$ cat config.mk
export PLATFORM = sky130hd
export DESIGN_NAME = csl_top
export DESIGN_NICKNAME = d
export VERILOG_FILES = /design/src/inc/csl_pkg.sv /design/src/rtl/csl_window.sv /design/src/rtl/csl_event_reg.sv /design/src/rtl/csl_top.sv
export VERILOG_INCLUDE_DIRS = /design/src /design/src/inc
export SDC_FILE = /design/constraint.sdc
export NUM_CORES = 2
export LEC_CHECK = 0
export BUFFER_PORTS_ARGS = -buffer_cell sky130_fd_sc_hd__buf_2
export CAP_MARGIN = 15
export CORE_ASPECT_RATIO = 1.5
export CORE_MARGIN = 5
export CORE_UTILIZATION = 58
export DETAILED_ROUTE_END_ITERATION = 7
export GPL_TIMING_DRIVEN = 1
export HOLD_SLACK_MARGIN = 0.12
export PLACE_DENSITY = 0.88
export REMOVE_ABC_BUFFERS = 1
export SETUP_SLACK_MARGIN = 0.2
export SLEW_MARGIN = 20
export SYNTH_ARGS = -nofsm -noshare
export SYNTH_HDL_FRONTEND = slang
export SYNTH_SLANG_ARGS = --single-unit
$ cat constraint.sdc
create_clock -name clk -period 4.2 [get_ports clk]
set_clock_uncertainty 0.1 [all_clocks]
set_input_delay 0 -clock clk [delete_from_list [all_inputs] [get_ports clk]]
set_output_delay 0 -clock clk [all_outputs]
set_load 0.01 [all_outputs]
$ cat src/inc/csl_cfg.svh
// Offsets, field positions and reset values of the card socket register block
`ifndef CSL_CFG_SVH
`define CSL_CFG_SVH
// Function
// Event pin driven only when routing field is 101b
// Reserved event bits read zero, ignore writes
// Socket 1 video change sets bit 10, W1C
// Socket 0 video change sets bit 9, W1C
// High voltage request change sets bit 8, W1C
// Bit 2 enables socket 1 video event
// Bit 1 enables socket 0 video event
// Bit 0 enables high voltage request event
// Sticky event bits survive bus reset
// Index port at base, data at base plus one
// One shared legacy I/O base register
// Index 00h-3Fh socket A, 40h-7Fh socket B
// Memory alias at 800h from each function base
// Alias spans offsets 800h to 844h
// Socket registers at offset 0h of window
// Two byte-granular I/O windows per socket
// Five 4K-granular memory windows per socket
// Software programs 803h and 805h consistently
// Event asserted while flag and enable both set
// Window hit forwards host address plus offset
`define CSL_CFG_SOCK_BASE  8'h10
`define CSL_CFG_LEG_BASE   8'h44
`define CSL_CFG_ROUTE      8'h8C
`define CSL_CFG_EVENT      8'hA8
`define CSL_ROUTE_LSB      20
`define CSL_ROUTE_EVENT    3'h5
`define CSL_EVT_RESET      16'h0001
`define CSL_EVT_FLAG_LSB   8
`define CSL_LEG_ALIAS      12'h800
`define CSL_LEG_ALIAS_LAST 12'h844
`define CSL_LEG_BYTES      69
`define CSL_LEG_POWER      7'h02
`define CSL_LEG_WIN_EN     7'h06
`define CSL_LEG_IO_START   7'h08
`define CSL_LEG_IO_OFFSET  7'h36
`define CSL_LEG_MEM_START  7'h10
`define CSL_VPP_LSB        0
`define CSL_VPP12_CODE     2'h2
`define CSL_SOCK_REGS      4
`define CSL_IO_WINDOWS     2
`define CSL_MEM_WINDOWS    5
`endif

$ cat src/inc/csl_pkg.sv
// Types shared by the card socket register block
`default_nettype none
package csl_pkg;
   typedef enum logic [1:0] {
      CSL_SPACE_CFG,
      CSL_SPACE_IO,
      CSL_SPACE_MEM,
      CSL_SPACE_NONE
   } csl_space_type;
   typedef struct packed {
      csl_space_type space;
      logic          func;
      logic          write;
      logic [31:0]   addr;
      logic [3:0]    be;
      logic [31:0]   wdata;
   } csl_req_type;
   typedef struct packed {
      logic        claim;
      logic [31:0] rdata;
   } csl_rsp_type;
   typedef struct packed {
      logic        io;
      logic        sock;
      logic        write;
      logic [25:0] addr;
   } csl_fwd_type;
endpackage
`default_nettype wire

$ cat src/rtl/csl_window.sv
// Address window compare and translation for one host window
`default_nettype none
module csl_window (
   input  wire logic [31:0] start_addr,
   input  wire logic [31:0] end_addr,
   input  wire logic [31:0] offset_addr,
   input  wire logic        enable,
   input  wire logic [31:0] addr,
   output logic             hit,
   output logic [31:0]      card_addr
);
   // Inclusive bounds; granularity is set by how the caller scales them
   assign hit       = enable && (addr >= start_addr) && (addr <= end_addr);
   assign card_addr = addr + offset_addr;
endmodule
`default_nettype wire

$ cat src/rtl/csl_event_reg.sv
// General event control and status register
`include "csl_cfg.svh"
`default_nettype none
module csl_event_reg (
   input  wire logic        clk,
   input  wire logic        rst_n,
   input  wire logic        wr,
   input  wire logic [1:0]  be,
   input  wire logic [15:0] wdata,
   input  wire logic [1:0]  video_port_enable,
   input  wire logic        vpp12_change,
   output logic [15:0]      value,
   output logic             event_level
);
   logic [1:0] video_prev;
   logic       armed;
   logic [1:0] video_change;
   logic [2:0] flag_set;
   logic [2:0] flag_clear;

   // No change is reported on the first edge after reset
   always_ff @(posedge clk or negedge rst_n) begin
      if (!rst_n) begin
         armed      <= 1'b0;
         video_prev <= 2'h0;
      end else begin
         armed      <= 1'b1;
         video_prev <= video_port_enable;
      end
   end

   assign video_change = armed ? (video_prev ^ video_port_enable) : 2'h0;
   assign flag_set     = {video_change, vpp12_change};
   assign flag_clear   = (wr && be[1]) ? wdata[10:8] : 3'h0;

   // Only the global reset reaches this register
   always_ff @(posedge clk or negedge rst_n) begin
      if (!rst_n) begin
         value <= `CSL_EVT_RESET;
      end else begin
         // Set wins over a simultaneous write-one clear
         value[10:8] <= (value[10:8] & ~flag_clear) | flag_set;
         if (wr && be[0]) begin
            value[2:0] <= wdata[2:0];
         end
         value[15:11] <= 5'h00;
         value[7:3]   <= 5'h00;
      end
   end

   assign event_level = |(value[10:8] & value[2:0]);

   v1_flag_a: assert property (@(posedge clk) disable iff (!rst_n)
      video_change[1] |=> value[10]) else $error("socket 1 video flag not set");
   v0_flag_a: assert property (@(posedge clk) disable iff (!rst_n)
      video_change[0] |=> value[9]) else $error("socket 0 video flag not set");
   vpp_flag_a: assert property (@(posedge clk) disable iff (!rst_n)
      (wr && be[1] && wdata[8] && !vpp12_change) |=> !value[8])
      else $error("voltage flag not cleared");
   reserved_zero_a: assert property (@(posedge clk) disable iff (!rst_n)
      value[15:11] == 5'h00 && value[7:3] == 5'h00) else $error("reserved bits set");
   enable_hold_a: assert property (@(posedge clk) disable iff (!rst_n)
      !(wr && be[0]) |=> $stable(value[2:0])) else $error("enable bits changed");
   flag_cover_c: cover property (@(posedge clk) disable iff (!rst_n)
      video_change[1] ##1 value[10] && value[2]);
endmodule
`default_nettype wire

$ cat src/rtl/csl_top.sv
// Socket event register, legacy register file, alias decode and host windows
`include "csl_cfg.svh"
`default_nettype none
module csl_top (
   input  wire logic                 clk,
   input  wire logic                 rst_n,
   input  wire logic                 bus_reset_n,
   input  wire logic                 req_valid,
   input  wire csl_pkg::csl_req_type req,
   input  wire logic [1:0]           video_port_enable,
   output logic                      rsp_valid,
   output csl_pkg::csl_rsp_type      rsp,
   output logic                      fwd_valid,
   output csl_pkg::csl_fwd_type      fwd,
   output logic                      multifunction_pin_five,
   output logic                      multifunction_pin_five_oe
);
   import csl_pkg::*;

   logic [31:0] route_reg;
   logic [31:0] sock_base [2];
   logic [15:0] leg_base;
   logic [7:0]  leg_index;
   logic [7:0]  leg_regs  [2][`CSL_LEG_BYTES];
   logic [31:0] sock_regs [2][`CSL_SOCK_REGS];
   logic [15:0] evt_value;
   logic        evt_level;
   logic        routed;

   function automatic logic [31:0] merge(input logic [31:0] old,
                                         input logic [31:0] data,
                                         input logic [3:0]  be);
      logic [31:0] res;
      res = old;
      for (int b = 0; b < 4; b++) begin
         if (be[b]) begin
            res[8*b +: 8] = data[8*b +: 8];
         end
      end
      return res;
   endfunction

   function automatic logic [7:0] lane_byte(input logic [31:0] data,
                                            input logic [1:0]  lane);
      return data[8*lane +: 8];
   endfunction

   function automatic logic is_vpp12(input logic [7:0] power);
      return power[`CSL_VPP_LSB +: 2] == `CSL_VPP12_CODE;
   endfunction

   // Host decode
   logic       wr_req;
   logic       cfg_acc;
   logic [7:0] cfg_off;
   logic       io_sel;
   logic       io_idx;
   logic       io_dat;
   logic       mem_f0;
   logic       mem_f1;
   logic       mem_hit;
   logic       mem_func;
   logic [11:0] mem_ofs;
   logic       alias_ok;
   logic       sreg_hit;
   logic       own_claim;

   assign wr_req  = req_valid && req.write;
   assign cfg_acc = req.space == CSL_SPACE_CFG;
   assign cfg_off = {req.addr[7:2], 2'h0};

   // Index at the shared base, data at base plus one
   assign io_sel = (req.space == CSL_SPACE_IO) && (req.addr[31:16] == 16'h0000)
                   && (leg_base != 16'h0000)
                   && (req.addr[15:1] == leg_base[15:1]);
   assign io_idx = io_sel && !req.addr[0];
   assign io_dat = io_sel && req.addr[0];

   // Each function owns a 4K window; function 0 wins if both overlap
   assign mem_f0 = (req.space == CSL_SPACE_MEM) && (sock_base[0] != 32'h0)
                   && (req.addr[31:12] == sock_base[0][31:12]);
   assign mem_f1 = (req.space == CSL_SPACE_MEM) && (sock_base[1] != 32'h0)
                   && (req.addr[31:12] == sock_base[1][31:12]);
   assign mem_hit  = mem_f0 || mem_f1;
   assign mem_func = !mem_f0;
   assign mem_ofs  = req.addr[11:0];
   assign alias_ok = (mem_ofs >= `CSL_LEG_ALIAS) && (mem_ofs <= `CSL_LEG_ALIAS_LAST);
   assign sreg_hit = mem_ofs[11:4] == 8'h00;
   assign own_claim = cfg_acc || io_sel || mem_hit;

   // Legacy register target, from the index pair or the memory alias
   logic       leg_acc;
   logic       leg_sock;
   logic [6:0] leg_off;
   logic       leg_ok;
   logic       leg_we;
   logic [7:0] leg_wbyte;
   logic [7:0] leg_rbyte;
   logic       vpp12_change;
   logic [11:0] alias_ofs;

   assign alias_ofs = mem_ofs - `CSL_LEG_ALIAS;

   always_comb begin
      leg_acc  = 1'b0;
      leg_sock = 1'b0;
      leg_off  = 7'h00;
      leg_ok   = 1'b0;
      if (io_dat) begin
         leg_acc  = 1'b1;
         leg_sock = leg_index[6];
         leg_off  = {1'b0, leg_index[5:0]};
         leg_ok   = !leg_index[7];
      end else if (mem_hit && alias_ok) begin
         leg_acc  = 1'b1;
         leg_sock = mem_func;
         leg_off  = alias_ofs[6:0];
         leg_ok   = 1'b1;
      end
   end

   assign leg_we    = wr_req && leg_acc && leg_ok;
   assign leg_wbyte = lane_byte(req.wdata, req.addr[1:0]);
   assign leg_rbyte = leg_regs[leg_sock][leg_off];
   // A software move onto or off the high programming voltage
   assign vpp12_change = leg_we && (leg_off == `CSL_LEG_POWER)
                         && (is_vpp12(leg_rbyte) != is_vpp12(leg_wbyte));

   // Configuration registers follow both resets
   always_ff @(posedge clk or negedge rst_n) begin
      if (!rst_n) begin
         route_reg    <= 32'h0;
         sock_base[0] <= 32'h0;
         sock_base[1] <= 32'h0;
         leg_base     <= 16'h0000;
      end else if (!bus_reset_n) begin
         route_reg    <= 32'h0;
         sock_base[0] <= 32'h0;
         sock_base[1] <= 32'h0;
         leg_base     <= 16'h0000;
      end else if (wr_req && cfg_acc) begin
         case (cfg_off)
            `CSL_CFG_ROUTE: begin
               route_reg <= merge(route_reg, req.wdata, req.be);
            end
            `CSL_CFG_SOCK_BASE: begin
               // Low twelve bits fixed: the window is 4K aligned
               sock_base[req.func] <= merge(sock_base[req.func], req.wdata, req.be)
                                      & 32'hFFFFF000;
            end
            `CSL_CFG_LEG_BASE: begin
               leg_base <= 16'(merge({16'h0000, leg_base}, req.wdata, req.be)
                               & 32'h0000FFFE);
            end
            default: begin
            end
         endcase
      end
   end

   always_ff @(posedge clk or negedge rst_n) begin
      if (!rst_n) begin
         leg_index <= 8'h00;
      end else if (!bus_reset_n) begin
         leg_index <= 8'h00;
      end else if (wr_req && io_idx) begin
         leg_index <= lane_byte(req.wdata, req.addr[1:0]);
      end
   end

   always_ff @(posedge clk or negedge rst_n) begin
      if (!rst_n) begin
         for (int s = 0; s < 2; s++) begin
            for (int i = 0; i < `CSL_LEG_BYTES; i++) begin
               leg_regs[s][i] <= 8'h00;
            end
         end
      end else if (!bus_reset_n) begin
         for (int s = 0; s < 2; s++) begin
            for (int i = 0; i < `CSL_LEG_BYTES; i++) begin
               leg_regs[s][i] <= 8'h00;
            end
         end
      end else if (leg_we) begin
         leg_regs[leg_sock][leg_off] <= leg_wbyte;
      end
   end

   always_ff @(posedge clk or negedge rst_n) begin
      if (!rst_n) begin
         for (int s = 0; s < 2; s++) begin
            for (int i = 0; i < `CSL_SOCK_REGS; i++) begin
               sock_regs[s][i] <= 32'h0;
            end
         end
      end else if (!bus_reset_n) begin
         for (int s = 0; s < 2; s++) begin
            for (int i = 0; i < `CSL_SOCK_REGS; i++) begin
               sock_regs[s][i] <= 32'h0;
            end
         end
      end else if (wr_req && mem_hit && sreg_hit) begin
         sock_regs[mem_func][mem_ofs[3:2]] <=
            merge(sock_regs[mem_func][mem_ofs[3:2]], req.wdata, req.be);
      end
   end

   // Event register sits outside the bus reset
   csl_event_reg u_event (
      .clk               (clk),
      .rst_n             (rst_n),
      .wr                (wr_req && cfg_acc && (cfg_off == `CSL_CFG_EVENT)),
      .be                (req.be[1:0]),
      .wdata             (req.wdata[15:0]),
      .video_port_enable (video_port_enable),
      .vpp12_change      (vpp12_change),
      .value             (evt_value),
      .event_level       (evt_level)
   );

   // Host windows, two I/O and five memory per socket
   logic [`CSL_IO_WINDOWS-1:0]  io_hit   [2];
   logic [31:0]                 io_card  [2][`CSL_IO_WINDOWS];
   logic [`CSL_MEM_WINDOWS-1:0] mem_whit [2];
   logic [31:0]                 mem_card [2][`CSL_MEM_WINDOWS];

   for (genvar s = 0; s < 2; s++) begin : g_sock
      for (genvar w = 0; w < `CSL_IO_WINDOWS; w++) begin : g_io
         localparam logic [6:0] START = 7'(`CSL_LEG_IO_START + 4 * w);
         localparam logic [6:0] OFS   = 7'(`CSL_LEG_IO_OFFSET + 2 * w);
         csl_window u_win (
            // Bytes are named directly so the bounds follow every register write
            .start_addr  ({16'h0000, leg_regs[s][START + 7'h01], leg_regs[s][START]}),
            .end_addr    ({16'h0000, leg_regs[s][START + 7'h03], leg_regs[s][START + 7'h02]}),
            .offset_addr ({16'h0000, leg_regs[s][OFS + 7'h01], leg_regs[s][OFS]}),
            .enable      (leg_regs[s][`CSL_LEG_WIN_EN][6 + w]),
            .addr        (req.addr),
            .hit         (io_hit[s][w]),
            .card_addr   (io_card[s][w])
         );
      end
      for (genvar w = 0; w < `CSL_MEM_WINDOWS; w++) begin : g_mem
         localparam logic [6:0] START = 7'(`CSL_LEG_MEM_START + 8 * w);
         // Page numbers: start and end cover whole 4K pages
         csl_window u_win (
            .start_addr  ({8'h00, leg_regs[s][START + 7'h01][3:0], leg_regs[s][START],
                           12'h000}),
            .end_addr    ({8'h00, leg_regs[s][START + 7'h03][3:0], leg_regs[s][START + 7'h02],
                           12'hFFF}),
            .offset_addr ({6'h00, leg_regs[s][START + 7'h05][5:0], leg_regs[s][START + 7'h04],
                           12'h000}),
            .enable      (leg_regs[s][`CSL_LEG_WIN_EN][w]),
            .addr        (req.addr),
            .hit         (mem_whit[s][w]),
            .card_addr   (mem_card[s][w])
         );
      end
   end

   // Lowest socket, then lowest window, takes an overlapping access
   logic        next_fwd_valid;
   csl_fwd_type next_fwd;

   always_comb begin
      next_fwd_valid = 1'b0;
      next_fwd       = '0;
      for (int s = 0; s < 2; s++) begin
         for (int w = 0; w < `CSL_IO_WINDOWS; w++) begin
            if (!next_fwd_valid && io_hit[s][w] && req.space == CSL_SPACE_IO) begin
               next_fwd_valid = 1'b1;
               next_fwd       = '{io: 1'b1, sock: 1'(s), write: req.write,
                                  addr: io_card[s][w][25:0]};
            end
         end
         for (int w = 0; w < `CSL_MEM_WINDOWS; w++) begin
            if (!next_fwd_valid && mem_whit[s][w] && req.space == CSL_SPACE_MEM) begin
               next_fwd_valid = 1'b1;
               next_fwd       = '{io: 1'b0, sock: 1'(s), write: req.write,
                                  addr: mem_card[s][w][25:0]};
            end
         end
      end
      if (!req_valid || own_claim) begin
         next_fwd_valid = 1'b0;
      end
   end

   always_ff @(posedge clk or negedge rst_n) begin
      if (!rst_n) begin
         fwd_valid <= 1'b0;
         fwd       <= '0;
      end else begin
         fwd_valid <= next_fwd_valid;
         fwd       <= next_fwd;
      end
   end

   // Read data
   logic [31:0] next_rdata;

   always_comb begin
      next_rdata = 32'h0;
      if (cfg_acc) begin
         case (cfg_off)
            `CSL_CFG_ROUTE:     next_rdata = route_reg;
            `CSL_CFG_SOCK_BASE: next_rdata = sock_base[req.func];
            `CSL_CFG_LEG_BASE:  next_rdata = {16'h0000, leg_base};
            `CSL_CFG_EVENT:     next_rdata = {16'h0000, evt_value};
            default:            next_rdata = 32'h0;
         endcase
      end else if (io_idx) begin
         next_rdata = {4{leg_index}};
      end else if (leg_acc) begin
         // Byte replicated on all lanes; unmapped index reads zero
         next_rdata = leg_ok ? {4{leg_rbyte}} : 32'h0;
      end else if (mem_hit && sreg_hit) begin
         next_rdata = sock_regs[mem_func][mem_ofs[3:2]];
      end
   end

   always_ff @(posedge clk or negedge rst_n) begin
      if (!rst_n) begin
         rsp_valid <= 1'b0;
         rsp       <= '0;
      end else begin
         rsp_valid <= req_valid;
         rsp       <= '{claim: req_valid && own_claim, rdata: next_rdata};
      end
   end

   // Event pin
   assign routed = route_reg[`CSL_ROUTE_LSB +: 3] == `CSL_ROUTE_EVENT;

   always_ff @(posedge clk or negedge rst_n) begin
      if (!rst_n) begin
         multifunction_pin_five    <= 1'b0;
         multifunction_pin_five_oe <= 1'b0;
      end else begin
         multifunction_pin_five    <= routed && evt_level;
         multifunction_pin_five_oe <= routed;
      end
   end

   route_pin_a: assert property (@(posedge clk) disable iff (!rst_n)
      multifunction_pin_five_oe == $past(route_reg[22:20] == 3'h5))
      else $error("pin enable does not follow routing");
   pin_event_a: assert property (@(posedge clk) disable iff (!rst_n)
      (routed && |(evt_value[10:8] & evt_value[2:0])) |=> multifunction_pin_five)
      else $error("event pin not asserted");
   sticky_bus_a: assert property (@(posedge clk) disable iff (!rst_n)
      (!bus_reset_n && !wr_req) |=> $stable(evt_value[2:0]))
      else $error("enables lost on bus reset");
   io_read_a: assert property (@(posedge clk) disable iff (!rst_n)
      (req_valid && !req.write && io_dat && !leg_index[7])
      |=> rsp.rdata[7:0] == $past(leg_rbyte)) else $error("data port read wrong");
   index_sock_a: assert property (@(posedge clk) disable iff (!rst_n)
      (io_dat && leg_index >= 8'h40 && leg_index <= 8'h7F) |-> leg_sock && leg_ok)
      else $error("upper index not socket B");
   mem_claim_a: assert property (@(posedge clk) disable iff (!rst_n)
      (req_valid && req.space == CSL_SPACE_MEM && sock_base[1] != 32'h0
       && req.addr[31:12] == sock_base[1][31:12]) |=> rsp_valid && rsp.claim)
      else $error("memory alias not claimed");
   fwd_addr_a: assert property (@(posedge clk) disable iff (!rst_n)
      (req_valid && !own_claim && req.space == CSL_SPACE_IO && io_hit[0][0])
      |=> fwd_valid && fwd.addr == $past(io_card[0][0][25:0]))
      else $error("forward address wrong");
   pin_cover_c: cover property (@(posedge clk) disable iff (!rst_n)
      multifunction_pin_five_oe && multifunction_pin_five);
   io_cover_c: cover property (@(posedge clk) disable iff (!rst_n)
      req_valid && io_idx ##1 req_valid && io_dat);
   fwd_cover_c: cover property (@(posedge clk) disable iff (!rst_n)
      fwd_valid && !fwd.io);
endmodule
`default_nettype wire

==> summary.txt, run 1 <==
Synthesis
  • Distinct cells, synth: around 110
  • Post-synth EDFFs: 0
  • Synth Warn #: 0
  • Sequential cell area fraction in the yosys report: 41.35%
  • Commonest register cell after synthesis: dfrtp_1
  • Seq cells post-synth: 1,530
  • Netlist area before placement: 92,590 um2
  • Average size of a mapped cell: ~8 um2
  • FFs w/ async S/R, synth: 100.0%
  • Syn Inst Count: 11.45k

GRT
  • Global-route usage over all layers: 70.57%
  • Vias in the first global route: 113.2k
  • First-pass GRT wire length: about 850,000 um
  • Remaining global-route overflow: 3
  • Largest net degree at the start of global routing: 190

Die
  • Die outline width: about 340 um
  • Die extent in y: approximately 500 um
  • Row count: roughly 180
  • Initial core utilization: 58.31%
  • Number of top-level pins: 144

Place
  • Post-DP HPWL: 396,700 um
  • Routability congestion estimate: between 1 and 1.5
  • Number of buffers added on ports: 143

Clock network
  • Cts bufs inserted: 153
  • Clock Path Buffers: 3
  • Root buffer cell: clkbuf_16
  • TritonCTS sink count: 1,530
  • Level count of the clock H-tree: 4

Outcome
  • Run-stopping error: [ERROR GRT-0116] Global routing finished with congestion. Check the congestion regions in the DRC Viewer.
  • Stage where the run ended: global routing (5_1_grt)
  • Run status: aborted with a tool error
==> metrics by stage <==
stage	TNS, ps	hold slack, ps	worst slack (ps)	cell area [um2]	instances
4_1_cts	-161010	120.5	-652.0	118600	15140
3_5_place_dp	-787890	17.91	-1926	108700	14630
3_3_place_gp	-700580	16.33	-2039	108700	14630
2_1_floorplan	-	-395.6	-20120	89910	10780
==> cells in the mapped netlist, types with 15 or more instances <==
cell	n	area [um2]
nand2_1	2666	10010
dfrtp_1	1529	38260
a21oi_1	1466	7337
nor2_1	1071	4020
o21ai_0	580	2903
ha_1	562	7032
clkbuf_1	519	1948
inv_1	474	1779
nand3_1	236	1181
o22ai_1	183	1145
mux2i_1	180	1802
a21o_1	175	1314
nor3_1	123	615.6
o211ai_1	113	848.3
xnor2_1	113	989.7
buf_2	97	485.5
xor2_1	92	805.8
nand4_1	90	563.0
mux2_2	79	889.6
a211oi_1	78	585.6
and3_1	64	400.4
nor4_1	54	337.8
a22oi_1	52	390.4
a31oi_1	50	312.8
o21a_1	49	367.9
o221ai_1	46	402.9
nor2b_1	45	281.5
buf_1	40	150.1
a221oi_1	33	289.0
nand2b_1	31	193.9
or3_1	31	193.9
a22o_1	28	245.2
and2_1	28	175.2
or4_1	23	172.7
o21bai_1	22	165.2
o31ai_1	22	165.2
a21boi_0	21	157.7
o22a_1	20	175.2
or2_2	20	125.1
a222oi_1	19	190.2
a211o_1	16	140.1
and4_1	16	140.1
a311oi_1	15	131.4
o2111ai_1	15	131.4
==> cell families after synthesis <==
group	after synthesis	share of synthesized area, %
flip-flops	1530	41.35
AND/OR/NAND/NOR	4566	20.53
XOR/XNOR	205	1.939
other	1	0.004050
AO/OA/AOI/OAI	3164	20.44
adder cells (fa/ha/maj)	576	7.898
buffers and inverters	1144	4.818
multiplexers	265	3.016
==> per-layer routing <==
layer / GRT overflow / global-route usage [%]
met5: 0 / 16.33
met4: 2 / 75.08
met3: 0 / 49.95
met2: 1 / 88.38
met1: 0 / 71.28
==> what timing repair did <==
action                                   CTS
gates resized for setup                  493
setup buffers                            106
gates cloned                              12
hold endpoints to repair                2041
pin swaps                                145
endpoints found under the setup margin  1416
hold buffers                             121
==> run 2: changes to the inputs <==
--- a/config.mk
+++ b/config.mk
@@ -8,15 +8,12 @@
 export LEC_CHECK = 0
 export BUFFER_PORTS_ARGS = -buffer_cell sky130_fd_sc_hd__buf_2
 export CAP_MARGIN = 15
-export CORE_ASPECT_RATIO = 1.5
 export CORE_MARGIN = 5
-export CORE_UTILIZATION = 58
+export CORE_UTILIZATION = 40
 export DETAILED_ROUTE_END_ITERATION = 7
 export GPL_TIMING_DRIVEN = 1
-export HOLD_SLACK_MARGIN = 0.12
-export PLACE_DENSITY = 0.88
+export PLACE_DENSITY_LB_ADDON = 0.15
 export REMOVE_ABC_BUFFERS = 1
-export SETUP_SLACK_MARGIN = 0.2
 export SLEW_MARGIN = 20
 export SYNTH_ARGS = -nofsm -noshare
 export SYNTH_HDL_FRONTEND = slang
==> constraint.sdc (replaced) <==
create_clock -name clk -period 5.46 [get_ports clk]
set_clock_uncertainty 0.1 [all_clocks]
set_input_delay 0 -clock clk [delete_from_list [all_inputs] [get_ports clk]]
set_output_delay 0 -clock clk [all_outputs]
set_load 0.01 [all_outputs]
==> run 2 against run 1 <==
Against the previous run: the flow now finishes, with violations (design-rule violations, negative setup slack); synthesized cell count unchanged; synthesized area unchanged.
==> summary.txt, run 2 <==
Outcome
  • Run status: finished with violations
  • Violated checks: design-rule violations, negative setup slack

Finish
  • Registers with the highest flip-flop counts: leg_regs: 1104 flops, sock_regs: 256 flops, sock_base: 40 flops
  • Register area: 38,290 um2
  • Filler cell count in the final layout: 22.35k
  • Top library cells by usage in the layout, fill and taps aside: nand2_1 (2,657), dfrtp_1 (1,529), a21oi_1 (1,459)
  • Largest register FFs: ~1.1k
  • Summed area of non-filler cells in the final layout: between 100,000 and 150,000 um2
  • Post-Route Utilization: approximately half
  • Most common library cell in the layout ignoring fill and taps: nand2_1
  • Fraction of layout instances using a drive strength above 1: between 10% and 20%
  • Nets: 12.81k
  • Growth of design area from synthesis to finish: 20.62%
  • Largest register by flop count: leg_regs
  • Combined area of the multi-input logic cells: 50,640 um2

Route
  • DRC viols: 23
  • DRT antenna net count: 0
  • DR iter-0 viols: 14.77k
  • Average wire per cell in the routed design: 37.26 um
  • Met2 routed wirelength: 231,700 um
  • Per-cell via count in the routed design: 6.505
  • Sum of met3 wire segment lengths after detailed routing: 74,830 um
  • Detailed-routing iteration count for the pre-antenna-repair pass: 8
  • Vias post-DR: 100.0k
  • Highest signal layer in the routed design: met5
  • Total wire length after detailed routing: 572,900 um
  • Wire length on met1: about 220,000 um

Clock network
  • Cts bufs inserted: 183
  • Clock Path Buffers: 3
  • TritonCTS sink count: 1,530
  • Clock edge transition at the registers on the reported setup and hold paths: roughly 70 ps
  • CTS tree: yes
  • Root buffer cell: clkbuf_16
  • Worst skew pair latency: 900 ps
  • Level count of the clock H-tree: 4

Synthesis
  • Cell with the most instances after synthesis: nand2_1
  • Adder-cell share of the synthesized area: slightly below 8%
  • Library cell occupying the most area in the post-synthesis netlist: dfrtp_1
  • Synth Area in Simple Gates: 20.53%
  • Top cells by count, synth: nand2_1 (2,666), dfrtp_1 (1,529), a21oi_1 (1,466)
  • Seq cells post-synth: ~1.5k
  • Mux contribution to synthesized area: 3.016%
  • Syn Inst Count: 11.45k
  • Fraction of synthesized cell area in xor and xnor cells: 1.939%
  • Average size of a mapped cell: 8.085 um2
  • Synth area leaders: dfrtp_1 (41%), nand2_1 (11%), a21oi_1 (7.9%)
  • Sequential cell area fraction in the yosys report: 41.35%
  • Synth Warn #: 0
  • Synth Area in Compound Gates: 20.44%
  • Commonest register cell after synthesis: dfrtp_1
  • Largest family of logic cells by synthesized area: simple AND/OR/NAND/NOR gates
  • Distinct cells, synth: approximately 110
  • Area share of the leading cell type in the synthesized netlist: 41.33%
  • Post-synth EDFFs: 0
  • FFs w/ async S/R, synth: 100.0%
  • Netlist area before placement: 92,590 um2

Die
  • Die extent in y: 491.1 um
  • Die outline width: 491.1 um
  • Number of top-level pins: 144
  • Area of the placeable core: 230,100 um2
  • Row count: 176
  • Initial core utilization: about two fifths
  • Area of the die: 241,200 um2

Setup path
  • R2r setup slk: -140 ps
  • Element type at the critical path end: flip-flop
  • Arrival time reported for the critical path endpoint: ~6300 ps
  • Crit Path Class: flip-flop to flip-flop
  • CP Launch Type: flip-flop
  • Crit path max fanout: 19
  • Required arrival time at the worst endpoint: 6150 ps

Timing
  • Min Clock Period, post-route: 5598 ps
  • Number of slew-limit violations in the final report: 0
  • Transition time at the pin with the least slew margin: 1209 ps
  • Final Hold Fails: 0
  • Setup Total Neg Slack: -1590 ps
  • Final Cycle Share: 102.5%
  • Min setup slack post-route: -137.7 ps
  • Final Setup Violations: 26
  • Relative slew slack: 19.40%
  • Fmax: 0.1786 GHz

Power and ir drop
  • Leakage power of the design: 0.04847 uW
  • Worst IR Drop VDD: approximately 0.37 mV
  • Power per cell area: 245.7 nW/um2

GRT
  • Remaining global-route overflow: 0
  • Initial antenna violation count: between 60 and 70
  • Vias in the first global route: 93.09k
  • Largest net degree at the start of global routing: 203
  • Global-route usage over all layers: between 40 and 50%
  • First-pass GRT wire length: 775,400 um

Place
  • Number of buffers added on ports: between 100 and 150
  • Routability congestion estimate: between 1 and 1.5
  • Post-DP HPWL: 415,100 um
  • Placed instance area: 103,600 um2

Worst hold path
  • Class of the tightest hold or removal check: input port to flip-flop

Run
  • Maximum Capacitance Violations: 0
[run 2: cell counts after synthesis]
Identical to the previous run, type by type.
[run 2: stage by stage]
step	hold slack (ps)	setup slack (ps)	std cells	power (uW)
2_1_floorplan	-395.6	-18860	10780	12450
4_1_cts	1.680	0.2980	15330	27400
5_1_grt	28.24	-1.736	15340	27980
3_3_place_gp	-186.2	-3571	14870	13960
6_report	35.00	-137.7	15380	27440
3_5_place_dp	-192.1	-1370	14870	14010
[run 2: final timing paths]
check,endpoint,start,depth (start not counted)
setup / recovery,rsp[2],sock_base[25],18
hold / removal,fwd[2],req[37],5
setup reg to reg,rsp[2],sock_base[25],18
hold reg to reg,sock_regs[170],sock_regs[170],2
max in group asynchronous,sock_regs[43],rst_n,6
min in group asynchronous,leg_regs[971],rst_n,4
[run 2: metal layers]
metal	vias up	GRT usage, %
li1	41200	-
met1	49230	58.20
met2	7574	64.82
met3	1973	16.45
met4	44	30.37
met5	-	0.9524
[run 2: area by class of cell]
class	count	area share, %
diodes	47	0.1053
clock buffers	263	4.764
clock inverters	73	1.098
inverters	476	1.607
multi-input cells	8777	45.34
flip-flops and latches	1530	34.28
well taps	3026	3.390
repair buffers	1184	9.411
[run 2: logic make-up (layout without fill, tap and decap cells)]
family,count (synthesis),after routing
AOI/OAI and AO/OA,3164,3164
xor gates and xnor gates,205,205
adders and majority gates,576,576
buffers and inverters,1144,1996
DFF,1530,1530
muxes,265,265
other,1,48
and+or+nand+nor,4566,4566
[run 2: report_power, final]
group	switching, uW	total [uW]	internal, uW
Combinational	2020	2610	594
Clock	5720	13500	7750
Sequential	10.1	11400	11400
[run 2: repair_timing]
item,4_1_cts,5_1_grt
cloned,0,0
hold buffers,115,0
setup buffers,4,2
endpoints found under the hold margin,1680,0
pin swaps,4,4
resized for setup,24,24
setup endpoints to repair,27,30
[run 2: critical path, stage by stage, from the launching register on]
cell and delay (ps):
dfrtp_1 480, xor2_1 200, nor4_1 450, nand4_1 310, a2111oi_4 390, buf_4 210
buf_4 150, a31o_4 400, buf_12 260, nand2_1 80, a21oi_1 300, a21oi_1 100
o21ai_0 300, nand3_1 300, a221o_1 370, a221o_1 380, o31a_1 370, buf_12 170
o211ai_1 90
No activity file was read; power rests on OpenSTA's default activity.
